### src/verilog/speech_frame_pkg.sv
package speech_frame_pkg;
  // ----------------------------------------------------------------
  // frame geometry
  // ----------------------------------------------------------------
  localparam int FRAME_BITS = 260;
  localparam int BIT_IDX_W = 9;
  localparam int SAMPLES_PER_FRAME = 160;
  localparam int SUBFRAMES = 4;
  localparam int SUB_SAMPLES = 40;
  localparam int PCM_W = 13;
  localparam int LTP_HIST = 120;
  localparam int HIST_W = 7;
  // ----------------------------------------------------------------
  // field layout, lsb at lowest bit number
  // ----------------------------------------------------------------
  localparam int NUM_LAR = 8;
  localparam int LAR_W [NUM_LAR] = '{6, 6, 5, 5, 4, 4, 3, 3};
  localparam int LAR_BITS = 36;
  localparam int SUB_BASE = 36;
  localparam int SUB_BITS = 56;
  localparam int LAG_W = 7;
  localparam int GAIN_W = 2;
  localparam int GRID_W = 2;
  localparam int AMP_W = 6;
  localparam int PULSES = 13;
  localparam int PULSE_W = 3;
  localparam int PULSES_W = 39;
  localparam int LAG_OFS = 0;
  localparam int GAIN_OFS = 7;
  localparam int GRID_OFS = 9;
  localparam int AMP_OFS = 11;
  localparam int PULSE_OFS = 17;
  // ----------------------------------------------------------------
  // timing
  // ----------------------------------------------------------------
  localparam int CLK_HZ = 10_000_000;
  localparam int FRAME_PERIOD_MS = 20;
  localparam int SAMPLE_RATE_HZ = 8000;
  localparam int FRAME_CYCLES = FRAME_PERIOD_MS * (CLK_HZ / 1000);
  localparam int SAMPLE_CYCLES = CLK_HZ / SAMPLE_RATE_HZ;
  // ----------------------------------------------------------------
  // buffer word: {frame_start, bit}
  // ----------------------------------------------------------------
  localparam int TX_WORD_W = 2;
  localparam int TX_START_POS = 1;
  localparam int TX_BIT_POS = 0;

  typedef enum logic [0:0] {ASSEMBLE, SEND} tx_state_t;

  function automatic int lar_width_sum();
    int s;
    s = 0;
    for (int i = 0; i < NUM_LAR; i++) begin
      s = s + LAR_W[i];
    end
    return s;
  endfunction
endpackage
### src/verilog/bit_stream_if.sv
`timescale 1ns/100ps
interface bit_stream_if #(parameter int WIDTH = 2);
  logic valid;
  logic ready;
  logic [WIDTH-1:0] data;
  modport src (output valid, output data, input ready);
  modport snk (input valid, input data, output ready);
endinterface

### src/verilog/frame_bit_buffer.sv
`timescale 1ns/100ps
module frame_bit_buffer #(
  parameter int WIDTH = 2,
  parameter int DEPTH = 2
) (
  input wire logic clk_sys_i,
  input wire logic rst_n_i,
  bit_stream_if.snk in_s,
  bit_stream_if.src out_s
);
  // ----------------------------------------------------------------
  // head register plus one skid entry
  // ----------------------------------------------------------------
  if (DEPTH != 2) begin : g_depth_chk
    $error("frame_bit_buffer serves DEPTH 2 only");
  end

  logic head_v_reg, head_v_next, skid_v_reg, skid_v_next;
  logic [WIDTH-1:0] head_d_reg, head_d_next, skid_d_reg, skid_d_next;
  wire push = in_s.valid & in_s.ready;
  wire pop = head_v_reg & out_s.ready;
  wire head_load = ~head_v_reg | pop;

  // ready only looks at the skid flop, so no path from out ready to in ready
  assign in_s.ready = ~skid_v_reg;
  assign head_v_next = head_load ? (skid_v_reg | push) : 1'b1;
  assign head_d_next = head_load ? (skid_v_reg ? skid_d_reg : in_s.data) : head_d_reg;
  assign skid_v_next = ~head_load & (skid_v_reg | push);
  assign skid_d_next = (push & ~head_load) ? in_s.data : skid_d_reg;
  assign out_s.valid = head_v_reg;
  assign out_s.data = head_d_reg;

  always_ff @(posedge clk_sys_i or negedge rst_n_i) begin
    if (!rst_n_i) begin
      head_v_reg <= 1'b0;
      skid_v_reg <= 1'b0;
      head_d_reg <= '0;
      skid_d_reg <= '0;
    end else begin
      head_v_reg <= head_v_next;
      skid_v_reg <= skid_v_next;
      head_d_reg <= head_d_next;
      skid_d_reg <= skid_d_next;
    end
  end
endmodule

### src/verilog/speech_frame_bit_packer.sv
`timescale 1ns/100ps
// Functional notes
// - accept 160-sample frames of 13-bit pcm, one coded frame each.
// - split frame into 4 sub-frames of 40 samples, in time order.
// - update lag and gain before each sub-frame, using 120-sample history.
// - per sub-frame, choose one of 4 pulse grids, sent as grid position.
// - carry block amplitude as side information beside the 13 pulses.
// - count locally decoded 40 residual samples per sub-frame for feedback.
// - receive side hands sub-frame parameters to the same reconstruction loop.
// - transmit and receive use one identical bit order, first to last.
// - exactly 260 bits per frame, one frame per 20 ms period.
// - filter coefficients bits 1-36, then sub-frames 1 to 4.
// - lsb at lowest bit; coefficient widths 6,6,5,5,4,4,3,3.
// - lag 7 bits then gain 2 bits open each sub-frame.
// - grid position 2 bits, then block amplitude 6 bits.
// - thirteen 3-bit pulse codes follow; sub-frame spans 56 bits.
module speech_frame_bit_packer
  import speech_frame_pkg::*;
#(
  parameter int FRAME_CYC = FRAME_CYCLES
) (
  input wire logic clk_sys_i,
  input wire logic rst_n_i,
  input wire logic [PCM_W-1:0] pcm_i,
  input wire logic pcm_valid_i,
  output logic [PCM_W-1:0] sample_o,
  output logic [5:0] sample_idx_o,
  output logic [1:0] subframe_o,
  output logic ltp_update_o,
  output logic frame_done_o,
  output logic frame_late_o,
  input wire logic recon_valid_i,
  output logic recon_done_o,
  output logic hist_full_o,
  input wire logic [LAR_BITS-1:0] lar_i,
  input wire logic lar_valid_i,
  input wire logic [LAG_W-1:0] lag_i,
  input wire logic [GAIN_W-1:0] gain_i,
  input wire logic [GRID_W-1:0] grid_i,
  input wire logic [AMP_W-1:0] amp_i,
  input wire logic [PULSES_W-1:0] pulses_i,
  input wire logic sub_valid_i,
  output logic param_ready_o,
  output logic tx_bit_o,
  output logic tx_start_o,
  output logic tx_valid_o,
  input wire logic tx_ready_i,
  input wire logic rx_bit_i,
  input wire logic rx_start_i,
  input wire logic rx_valid_i,
  output logic rx_frame_valid_o,
  output logic rx_sync_err_o,
  output logic [LAR_BITS-1:0] rx_lar_o,
  output logic [LAG_W-1:0] rx_lag_o,
  output logic [GAIN_W-1:0] rx_gain_o,
  output logic [GRID_W-1:0] rx_grid_o,
  output logic [AMP_W-1:0] rx_amp_o,
  output logic [PULSES_W-1:0] rx_pulses_o,
  output logic [1:0] rx_sub_idx_o,
  output logic rx_sub_valid_o
);
  localparam int TMR_W = $clog2(FRAME_CYC + 1);

  if (FRAME_CYC < 1) begin : g_cyc_chk
    $error("FRAME_CYC must be at least one");
  end
  if (lar_width_sum() != LAR_BITS ||
      PULSE_OFS + PULSES * PULSE_W != SUB_BITS ||
      SUB_BASE + SUBFRAMES * SUB_BITS != FRAME_BITS) begin : g_layout_chk
    $error("frame layout does not add up");
  end

  function automatic logic [SUB_BITS-1:0] pack_sub(
    input logic [LAG_W-1:0] lag, input logic [GAIN_W-1:0] gain,
    input logic [GRID_W-1:0] grid, input logic [AMP_W-1:0] amp,
    input logic [PULSES_W-1:0] pulses);
    return {pulses, amp, grid, gain, lag};
  endfunction

  // ----------------------------------------------------------------
  // sample and sub-frame sequencing
  // ----------------------------------------------------------------
  logic [5:0] smp_reg;
  logic [1:0] sub_reg;
  logic [TMR_W-1:0] tmr_reg;
  logic in_frame_reg, late_reg, upd_reg, done_reg;
  logic [PCM_W-1:0] sample_reg;
  wire last_smp = smp_reg == 6'(SUB_SAMPLES - 1);
  wire last_sub = sub_reg == 2'(SUBFRAMES - 1);
  wire frame_end = pcm_valid_i & last_smp & last_sub;
  wire frame_first = pcm_valid_i & (smp_reg == 6'h00) & (sub_reg == 2'h0);
  wire tmr_hit = in_frame_reg & (tmr_reg == TMR_W'(FRAME_CYC - 1));

  always_ff @(posedge clk_sys_i or negedge rst_n_i) begin
    if (!rst_n_i) begin
      smp_reg <= 6'h00;
      sub_reg <= 2'h0;
      sample_reg <= '0;
      upd_reg <= 1'b0;
      done_reg <= 1'b0;
    end else begin
      upd_reg <= pcm_valid_i & (smp_reg == 6'h00);
      done_reg <= frame_end;
      if (pcm_valid_i) begin
        sample_reg <= pcm_i;
        smp_reg <= last_smp ? 6'h00 : smp_reg + 6'h01;
        sub_reg <= last_smp ? sub_reg + 2'h1 : sub_reg;
      end
    end
  end

  // late when a frame of samples does not complete inside one frame period
  always_ff @(posedge clk_sys_i or negedge rst_n_i) begin
    if (!rst_n_i) begin
      tmr_reg <= '0;
      in_frame_reg <= 1'b0;
      late_reg <= 1'b0;
    end else begin
      tmr_reg <= frame_first ? '0 : (in_frame_reg ? tmr_reg + TMR_W'(1) : tmr_reg);
      in_frame_reg <= frame_first | (in_frame_reg & ~frame_end & ~tmr_hit);
      late_reg <= tmr_hit | (late_reg & ~frame_first);
    end
  end

  // ----------------------------------------------------------------
  // reconstruction history
  // ----------------------------------------------------------------
  logic [HIST_W-1:0] hist_reg;
  logic [5:0] rcn_reg;
  logic rcn_done_reg, hist_full_reg;
  wire rcn_last = rcn_reg == 6'(SUB_SAMPLES - 1);

  always_ff @(posedge clk_sys_i or negedge rst_n_i) begin
    if (!rst_n_i) begin
      hist_reg <= '0;
      rcn_reg <= 6'h00;
      rcn_done_reg <= 1'b0;
      hist_full_reg <= 1'b0;
    end else begin
      rcn_done_reg <= recon_valid_i & rcn_last;
      // flag registered so the output needs no decode after the flop
      hist_full_reg <= hist_full_reg | (recon_valid_i & (hist_reg == HIST_W'(LTP_HIST - 1)));
      if (recon_valid_i) begin
        rcn_reg <= rcn_last ? 6'h00 : rcn_reg + 6'h01;
        if (hist_reg != HIST_W'(LTP_HIST)) begin
          hist_reg <= hist_reg + HIST_W'(1);
        end
      end
    end
  end

  // ----------------------------------------------------------------
  // frame assembly and serialisation
  // ----------------------------------------------------------------
  tx_state_t state_reg, state_next;
  logic [FRAME_BITS-1:0] frame_reg;
  logic [BIT_IDX_W-1:0] send_reg;
  logic [2:0] sub_cnt_reg;
  logic lar_have_reg, ready_reg;
  bit_stream_if #(.WIDTH(TX_WORD_W)) buf_in ();
  bit_stream_if #(.WIDTH(TX_WORD_W)) buf_out ();
  wire lar_take = lar_valid_i & ready_reg & ~lar_have_reg;
  wire sub_take = sub_valid_i & ready_reg & lar_have_reg;
  wire push = buf_in.valid & buf_in.ready;
  wire send_last = send_reg == BIT_IDX_W'(FRAME_BITS - 1);
  wire [SUB_BITS-1:0] sub_word = pack_sub(lag_i, gain_i, grid_i, amp_i, pulses_i);

  always_comb begin
    state_next = state_reg;
    unique case (state_reg)
      ASSEMBLE: if (sub_take && sub_cnt_reg == 3'(SUBFRAMES - 1)) state_next = SEND;
      SEND: if (push && send_last) state_next = ASSEMBLE;
    endcase
  end

  // first bit of each frame carries the start mark into the buffer
  assign buf_in.valid = state_reg == SEND;
  assign buf_in.data = {send_reg == '0, frame_reg[send_reg]};
  assign buf_out.ready = tx_ready_i;
  assign tx_valid_o = buf_out.valid;
  assign tx_bit_o = buf_out.data[TX_BIT_POS];
  assign tx_start_o = buf_out.data[TX_START_POS];

  always_ff @(posedge clk_sys_i or negedge rst_n_i) begin
    if (!rst_n_i) begin
      state_reg <= ASSEMBLE;
      ready_reg <= 1'b0;
      lar_have_reg <= 1'b0;
      sub_cnt_reg <= 3'h0;
      send_reg <= '0;
    end else begin
      state_reg <= state_next;
      ready_reg <= (state_next == ASSEMBLE);
      lar_have_reg <= (lar_have_reg | lar_take) & ~(state_next == SEND);
      sub_cnt_reg <= (state_next == SEND) ? 3'h0 : sub_cnt_reg + 3'(sub_take);
      send_reg <= push ? (send_last ? '0 : send_reg + BIT_IDX_W'(1)) : send_reg;
    end
  end

  always_ff @(posedge clk_sys_i or negedge rst_n_i) begin
    if (!rst_n_i) begin
      frame_reg <= '0;
    end else if (lar_take) begin
      frame_reg[LAR_BITS-1:0] <= lar_i;
    end else if (sub_take) begin
      frame_reg[SUB_BASE + SUB_BITS * sub_cnt_reg +: SUB_BITS] <= sub_word;
    end
  end

  frame_bit_buffer #(.WIDTH(TX_WORD_W), .DEPTH(2)) u_buf (
    .clk_sys_i(clk_sys_i),
    .rst_n_i(rst_n_i),
    .in_s(buf_in),
    .out_s(buf_out)
  );

  // ----------------------------------------------------------------
  // receive side: collect 260 bits, then hand out sub-frames
  // ----------------------------------------------------------------
  logic [FRAME_BITS-1:0] rx_frame_reg, rx_hold_reg;
  logic [BIT_IDX_W-1:0] rx_idx_reg;
  logic [2:0] emit_reg;
  logic rx_act_reg, rx_fv_reg, rx_err_reg, rx_sv_reg;
  logic [SUB_BITS-1:0] rx_sub_reg;
  logic [1:0] rx_si_reg;
  logic [LAR_BITS-1:0] rx_lar_reg;
  wire [BIT_IDX_W-1:0] rx_wr_idx = rx_start_i ? '0 : rx_idx_reg;
  wire rx_take = rx_valid_i & (rx_start_i | rx_act_reg);
  wire rx_last = rx_take & (rx_wr_idx == BIT_IDX_W'(FRAME_BITS - 1));
  wire emitting = emit_reg != 3'(SUBFRAMES);
  wire [SUB_BITS-1:0] rx_slice = rx_hold_reg[SUB_BASE + SUB_BITS * emit_reg +: SUB_BITS];

  always_ff @(posedge clk_sys_i or negedge rst_n_i) begin
    if (!rst_n_i) begin
      rx_frame_reg <= '0;
      rx_idx_reg <= '0;
      rx_act_reg <= 1'b0;
      rx_err_reg <= 1'b0;
      rx_fv_reg <= 1'b0;
    end else begin
      rx_fv_reg <= rx_last;
      rx_err_reg <= rx_valid_i & rx_start_i & rx_act_reg;
      if (rx_take) begin
        rx_frame_reg[rx_wr_idx] <= rx_bit_i;
        rx_idx_reg <= rx_wr_idx + BIT_IDX_W'(1);
        rx_act_reg <= ~rx_last;
      end
    end
  end

  // a full frame is copied so the next one can stream in while we emit
  always_ff @(posedge clk_sys_i or negedge rst_n_i) begin
    if (!rst_n_i) begin
      rx_hold_reg <= '0;
      emit_reg <= 3'(SUBFRAMES);
      rx_lar_reg <= '0;
      rx_sub_reg <= '0;
      rx_si_reg <= 2'h0;
      rx_sv_reg <= 1'b0;
    end else begin
      rx_sv_reg <= emitting & ~rx_last;
      rx_si_reg <= emit_reg[1:0];
      if (emitting) rx_sub_reg <= rx_slice;
      if (rx_last) begin
        rx_hold_reg <= {rx_bit_i, rx_frame_reg[FRAME_BITS-2:0]};
        rx_lar_reg <= rx_frame_reg[LAR_BITS-1:0];
        emit_reg <= 3'h0;
      end else if (emitting) begin
        emit_reg <= emit_reg + 3'h1;
      end
    end
  end

  // ----------------------------------------------------------------
  // outputs
  // ----------------------------------------------------------------
  assign sample_o = sample_reg;
  assign sample_idx_o = smp_reg;
  assign subframe_o = sub_reg;
  assign ltp_update_o = upd_reg;
  assign frame_done_o = done_reg;
  assign frame_late_o = late_reg;
  assign recon_done_o = rcn_done_reg;
  assign hist_full_o = hist_full_reg;
  assign param_ready_o = ready_reg;
  assign rx_frame_valid_o = rx_fv_reg;
  assign rx_sync_err_o = rx_err_reg;
  assign rx_lar_o = rx_lar_reg;
  assign rx_lag_o = rx_sub_reg[LAG_OFS +: LAG_W];
  assign rx_gain_o = rx_sub_reg[GAIN_OFS +: GAIN_W];
  assign rx_grid_o = rx_sub_reg[GRID_OFS +: GRID_W];
  assign rx_amp_o = rx_sub_reg[AMP_OFS +: AMP_W];
  assign rx_pulses_o = rx_sub_reg[PULSE_OFS +: PULSES_W];
  assign rx_sub_idx_o = rx_si_reg;
  assign rx_sub_valid_o = rx_sv_reg;
endmodule

### config.mk
export PLATFORM = sky130hd
export DESIGN_NAME = speech_frame_bit_packer
export DESIGN_NICKNAME = d
export VERILOG_FILES = /design/src/verilog/speech_frame_pkg.sv /design/src/verilog/bit_stream_if.sv /design/src/verilog/frame_bit_buffer.sv /design/src/verilog/speech_frame_bit_packer.sv
export SDC_FILE = /design/constraint.sdc
export NUM_CORES = 2
export LEC_CHECK = 0
export ABC_CLOCK_PERIOD_IN_PS = 5700
export BUFFER_PORTS_ARGS = -buffer_cell sky130_fd_sc_hd__buf_2
export CORE_ASPECT_RATIO = 1.1
export CORE_MARGIN = 5
export CORE_UTILIZATION = 60
export DETAILED_ROUTE_END_ITERATION = 10
export PLACE_DENSITY = 0.84
export SLEW_MARGIN = 20
export SYNTH_ARGS = -nofsm -noshare
export SYNTH_HDL_FRONTEND = slang
export SYNTH_SLANG_ARGS = --single-unit
### constraint.sdc
create_clock -name clk_sys_i -period 5.7 [get_ports clk_sys_i]
set_input_delay 0.285 -clock clk_sys_i [delete_from_list [all_inputs] [get_ports clk_sys_i]]
set_output_delay 0.285 -clock clk_sys_i [all_outputs]
set_load 0.05 [all_outputs]
==> results.md <==
- Initial antenna violation count: 2
- Max-cap violations: 0
- Yosys warnings: 0
- Most numerous cell in the Yosys netlist: nand2_1
- Clock Path Buffers: 3
- Outcome: finished, final reports clean
- Leak: around 24 nW
- Post-synth EDFFs: 0
- Number of DRC markers in iteration 0: ~3,500
- Total net switching power: approximately 8.4 mW
- Max Slew Vio Count: 0
- Seq/Total Area, Yosys: a little over half
- Flop-to-flop setup slack: about 1.3 ns
- Cell area after synthesis: 0.04479 sq mm
- Final #Nets: ~4,500
- Vias in the first global route: approximately 34,000
- Top area cells in the synthesized netlist: dfrtp_1 52%, mux2_2 13%, nand2_1 8.8%
- Crit path arrival time: approximately 5.0 ns
- Gate power share: 34.4%
- Top-area cell type share of the netlist area: a little over half
- Maximum VDD drop: ~400 uV
- Min-Delay Path Class: input pin to flop
- Largest net degree at the start of global routing: 229
- Drt pass-1 iters: 6
- CTS clk-pin slew, worst paths: around 0.06 ns
- Post-layout min period: around 4.4 ns
- Drt wl/cell: approximately 24 um
- Initial Utilization: roughly 60%
- Setup TNS Final: 0 ns
- CP startpoint kind: flop
- Hold Slack: around 0.084 ns
- Die width: approximately 270 um
- Ports: about 240
- Slew @ Worst Pin: 1.276 ns
- Fmax: 225.3 MHz
- Internal power: between 10 and 15 mW
- Vias per cell: between 6 and 7
- Hpwl dp: a little under 80,000 um
- Ratio of cells with drive above 1 in the final layout: 24.98%
- RSZ-0062 raised after global routing: false
- Die Area: 0.08022 sq mm
- Via count: approximately 33,000
- Post-synthesis cell type count: between 80 and 90
- Post-Syn Instances: about 4,200
- Hold Path Sink: sample_idx_o[1]
- Worst slew margin: 14.73%
- Post-Route WL: around 130,000 um
- Core area: between 0.07 and 0.08 sq mm
- Placer Congestion: ~1.0
- Post-route setup slack: 1.261 ns
- Req. time, crit path: ~6.3 ns
- Root Driver: clkbuf_16
- CTS tree: built
- Die height: 296.6 um
- Synth cell count leaders: 1,050 x nand2_1, 931 x dfrtp_1, 503 x mux2_2
- Clock skew: ~0.027 ns
- Post-Syn Nets: approximately 4,300
- Sequential share of power: 36.8%
- Syn avg cell area: between 10 and 15 sq um
- H-tree levels: 3
- CP Capture Type: flop
- Grt total ovfl: 0
- Cell taking the most area after synthesis: dfrtp_1
- Switching share of power: a little under two fifths
- Clock Power Share: ~29%
- TritonCTS Buffers: 94
- Worst r2r path cells: 11
- All-Layer GR Usage: just over 30%
- Crit path kind: flop to flop
- Count of input and output buffers: ~240
- TritonCTS Sinks: 932
- Pwr Density: 450.6 mW/mm^2
- Post-route antenna net violation count: 0
- Fraction of registers with async set/reset: 100.0%
- Final hold vios: 0
- RR Startpoint: sub_cnt_reg[1]
- Worst r2r dst: frame_reg[218]
- Synthesis-to-layout area growth: 11.49%
- Global-route wire length before repair: around 200,000 um
- DRC viols: 0
- Worst slack, placed: about 1.3 ns
- Yosys reg bits: roughly 930
- Hold Path Stages: 3
- Crit path max fanout: 20
- Synth Flop Type: dfrtp_1
- Tcrit/Tclk final: 77.87%
- Row count: between 100 and 150
- Post-CTS Resized: 0
- Setup violators final: 0
- HP Start: pcm_valid_i
- Skew-Pair Late Insertion Delay: roughly 0.66 ns
[per-stage QoR]
stage | cell area [sq um] | utilization [%] | cells | total power, mW
floorplan | 44790 | - | 4206 | 13.25
global placement | 46140 | 62.05 | 5142 | 15.54
detailed placement | 46140 | 62.05 | 5142 | 15.72
CTS | 49910 | 67.12 | 5367 | 22.23
global route | 49930 | 67.15 | 5367 | 23.24
finish | 49930 | 67.15 | 5368 | 22.50
[worst max-delay path by stage]
stage	cells after the start	to	slack, ns	startpoint
floorplan	15	frame_reg[88]	1.72	sub_cnt_reg[0]
global route	11	frame_reg[218]	0.99	sub_cnt_reg[1]
global placement	11	frame_reg[219]	1.54	sub_cnt_reg[1]
CTS	11	frame_reg[218]	1.31	sub_cnt_reg[1]
finish	11	frame_reg[218]	1.26	sub_cnt_reg[1]
detailed placement	11	frame_reg[218]	1.34	sub_cnt_reg[1]
[worst max-delay path, cell delays in order, from the launching register on]
cell	delay [ns]
dfrtp_1	0.41
inv_1	0.17
fa_1	0.55
inv_1	0.07
ha_4	0.16
fa_2	0.82
nand2_1	0.32
xnor2_2	0.29
nand4_4	0.30
nand3b_1	0.57
a2111oi_0	0.58
a21o_1	0.13
[power by group through the flow]
stage	Clock [mW]	Combinational, mW	Sequential [mW]
floorplan	0	5.07	8.18
global placement	0	7.26	8.28
CTS	6.52	7.49	8.22
detailed placement	0	7.40	8.33
finish	6.48	7.75	8.27
global route	6.80	8.09	8.36
[final cells by class]
type                       count  area (sq um)
fill                        5197         24430
sequential                   932         23340
multi-input combinational   2870         19610
clock buffer                 133          2671
timing repair buffer         341          2196
tap                          963          1205
clock inverter                38         559.3
inverter                      90         345.3
antenna                        1         2.502
[routing by layer]
metal,vias up,track usage (%),part of all wire [%]
li1,14510,-,-
met1,16830,39.89,38
met2,1693,50.64,47
met3,440,5.647,8.2
met4,4,17.82,6.8
met5,-,0,0.019
[cell families (layout without fill, tap and decap cells)]
logic type / count (synthesis) / after routing / share of synthesized area, %
AND/OR/NAND/NOR: 1646 / 1646 / 14.97
flip-flops: 932 / 932 / 52.08
multiplexers: 696 / 696 / 20.63
AO/OA/AOI/OAI: 457 / 457 / 6.355
buffers and inverters: 404 / 602 / 4.252
XOR/XNOR: 43 / 43 / 0.8912
adder cells (fa/ha/maj): 28 / 28 / 0.8325
other: 0 / 1 / 0
[cell usage in the layout (no fill, tap or decap), types with 35 or more instances in the layout]
master         instances
buf_4                 39
o21ai_0              158
dlygate4sd3_1         54
buf_2                239
mux2i_1               62
clkbuf_16             96
mux4_2               103
o31ai_1               35
a21oi_1               96
nor2_1               402
o22ai_1               35
inv_1                 84
mux2_2               503
nand2_1             1046
dfrtp_1              925
[what timing repair did]
action	CTS	global route
endpoints found under the hold margin	173	0
hold buffers	54	0
buffers inserted	0	0
Note: power is estimated with default switching activity, not from simulation.
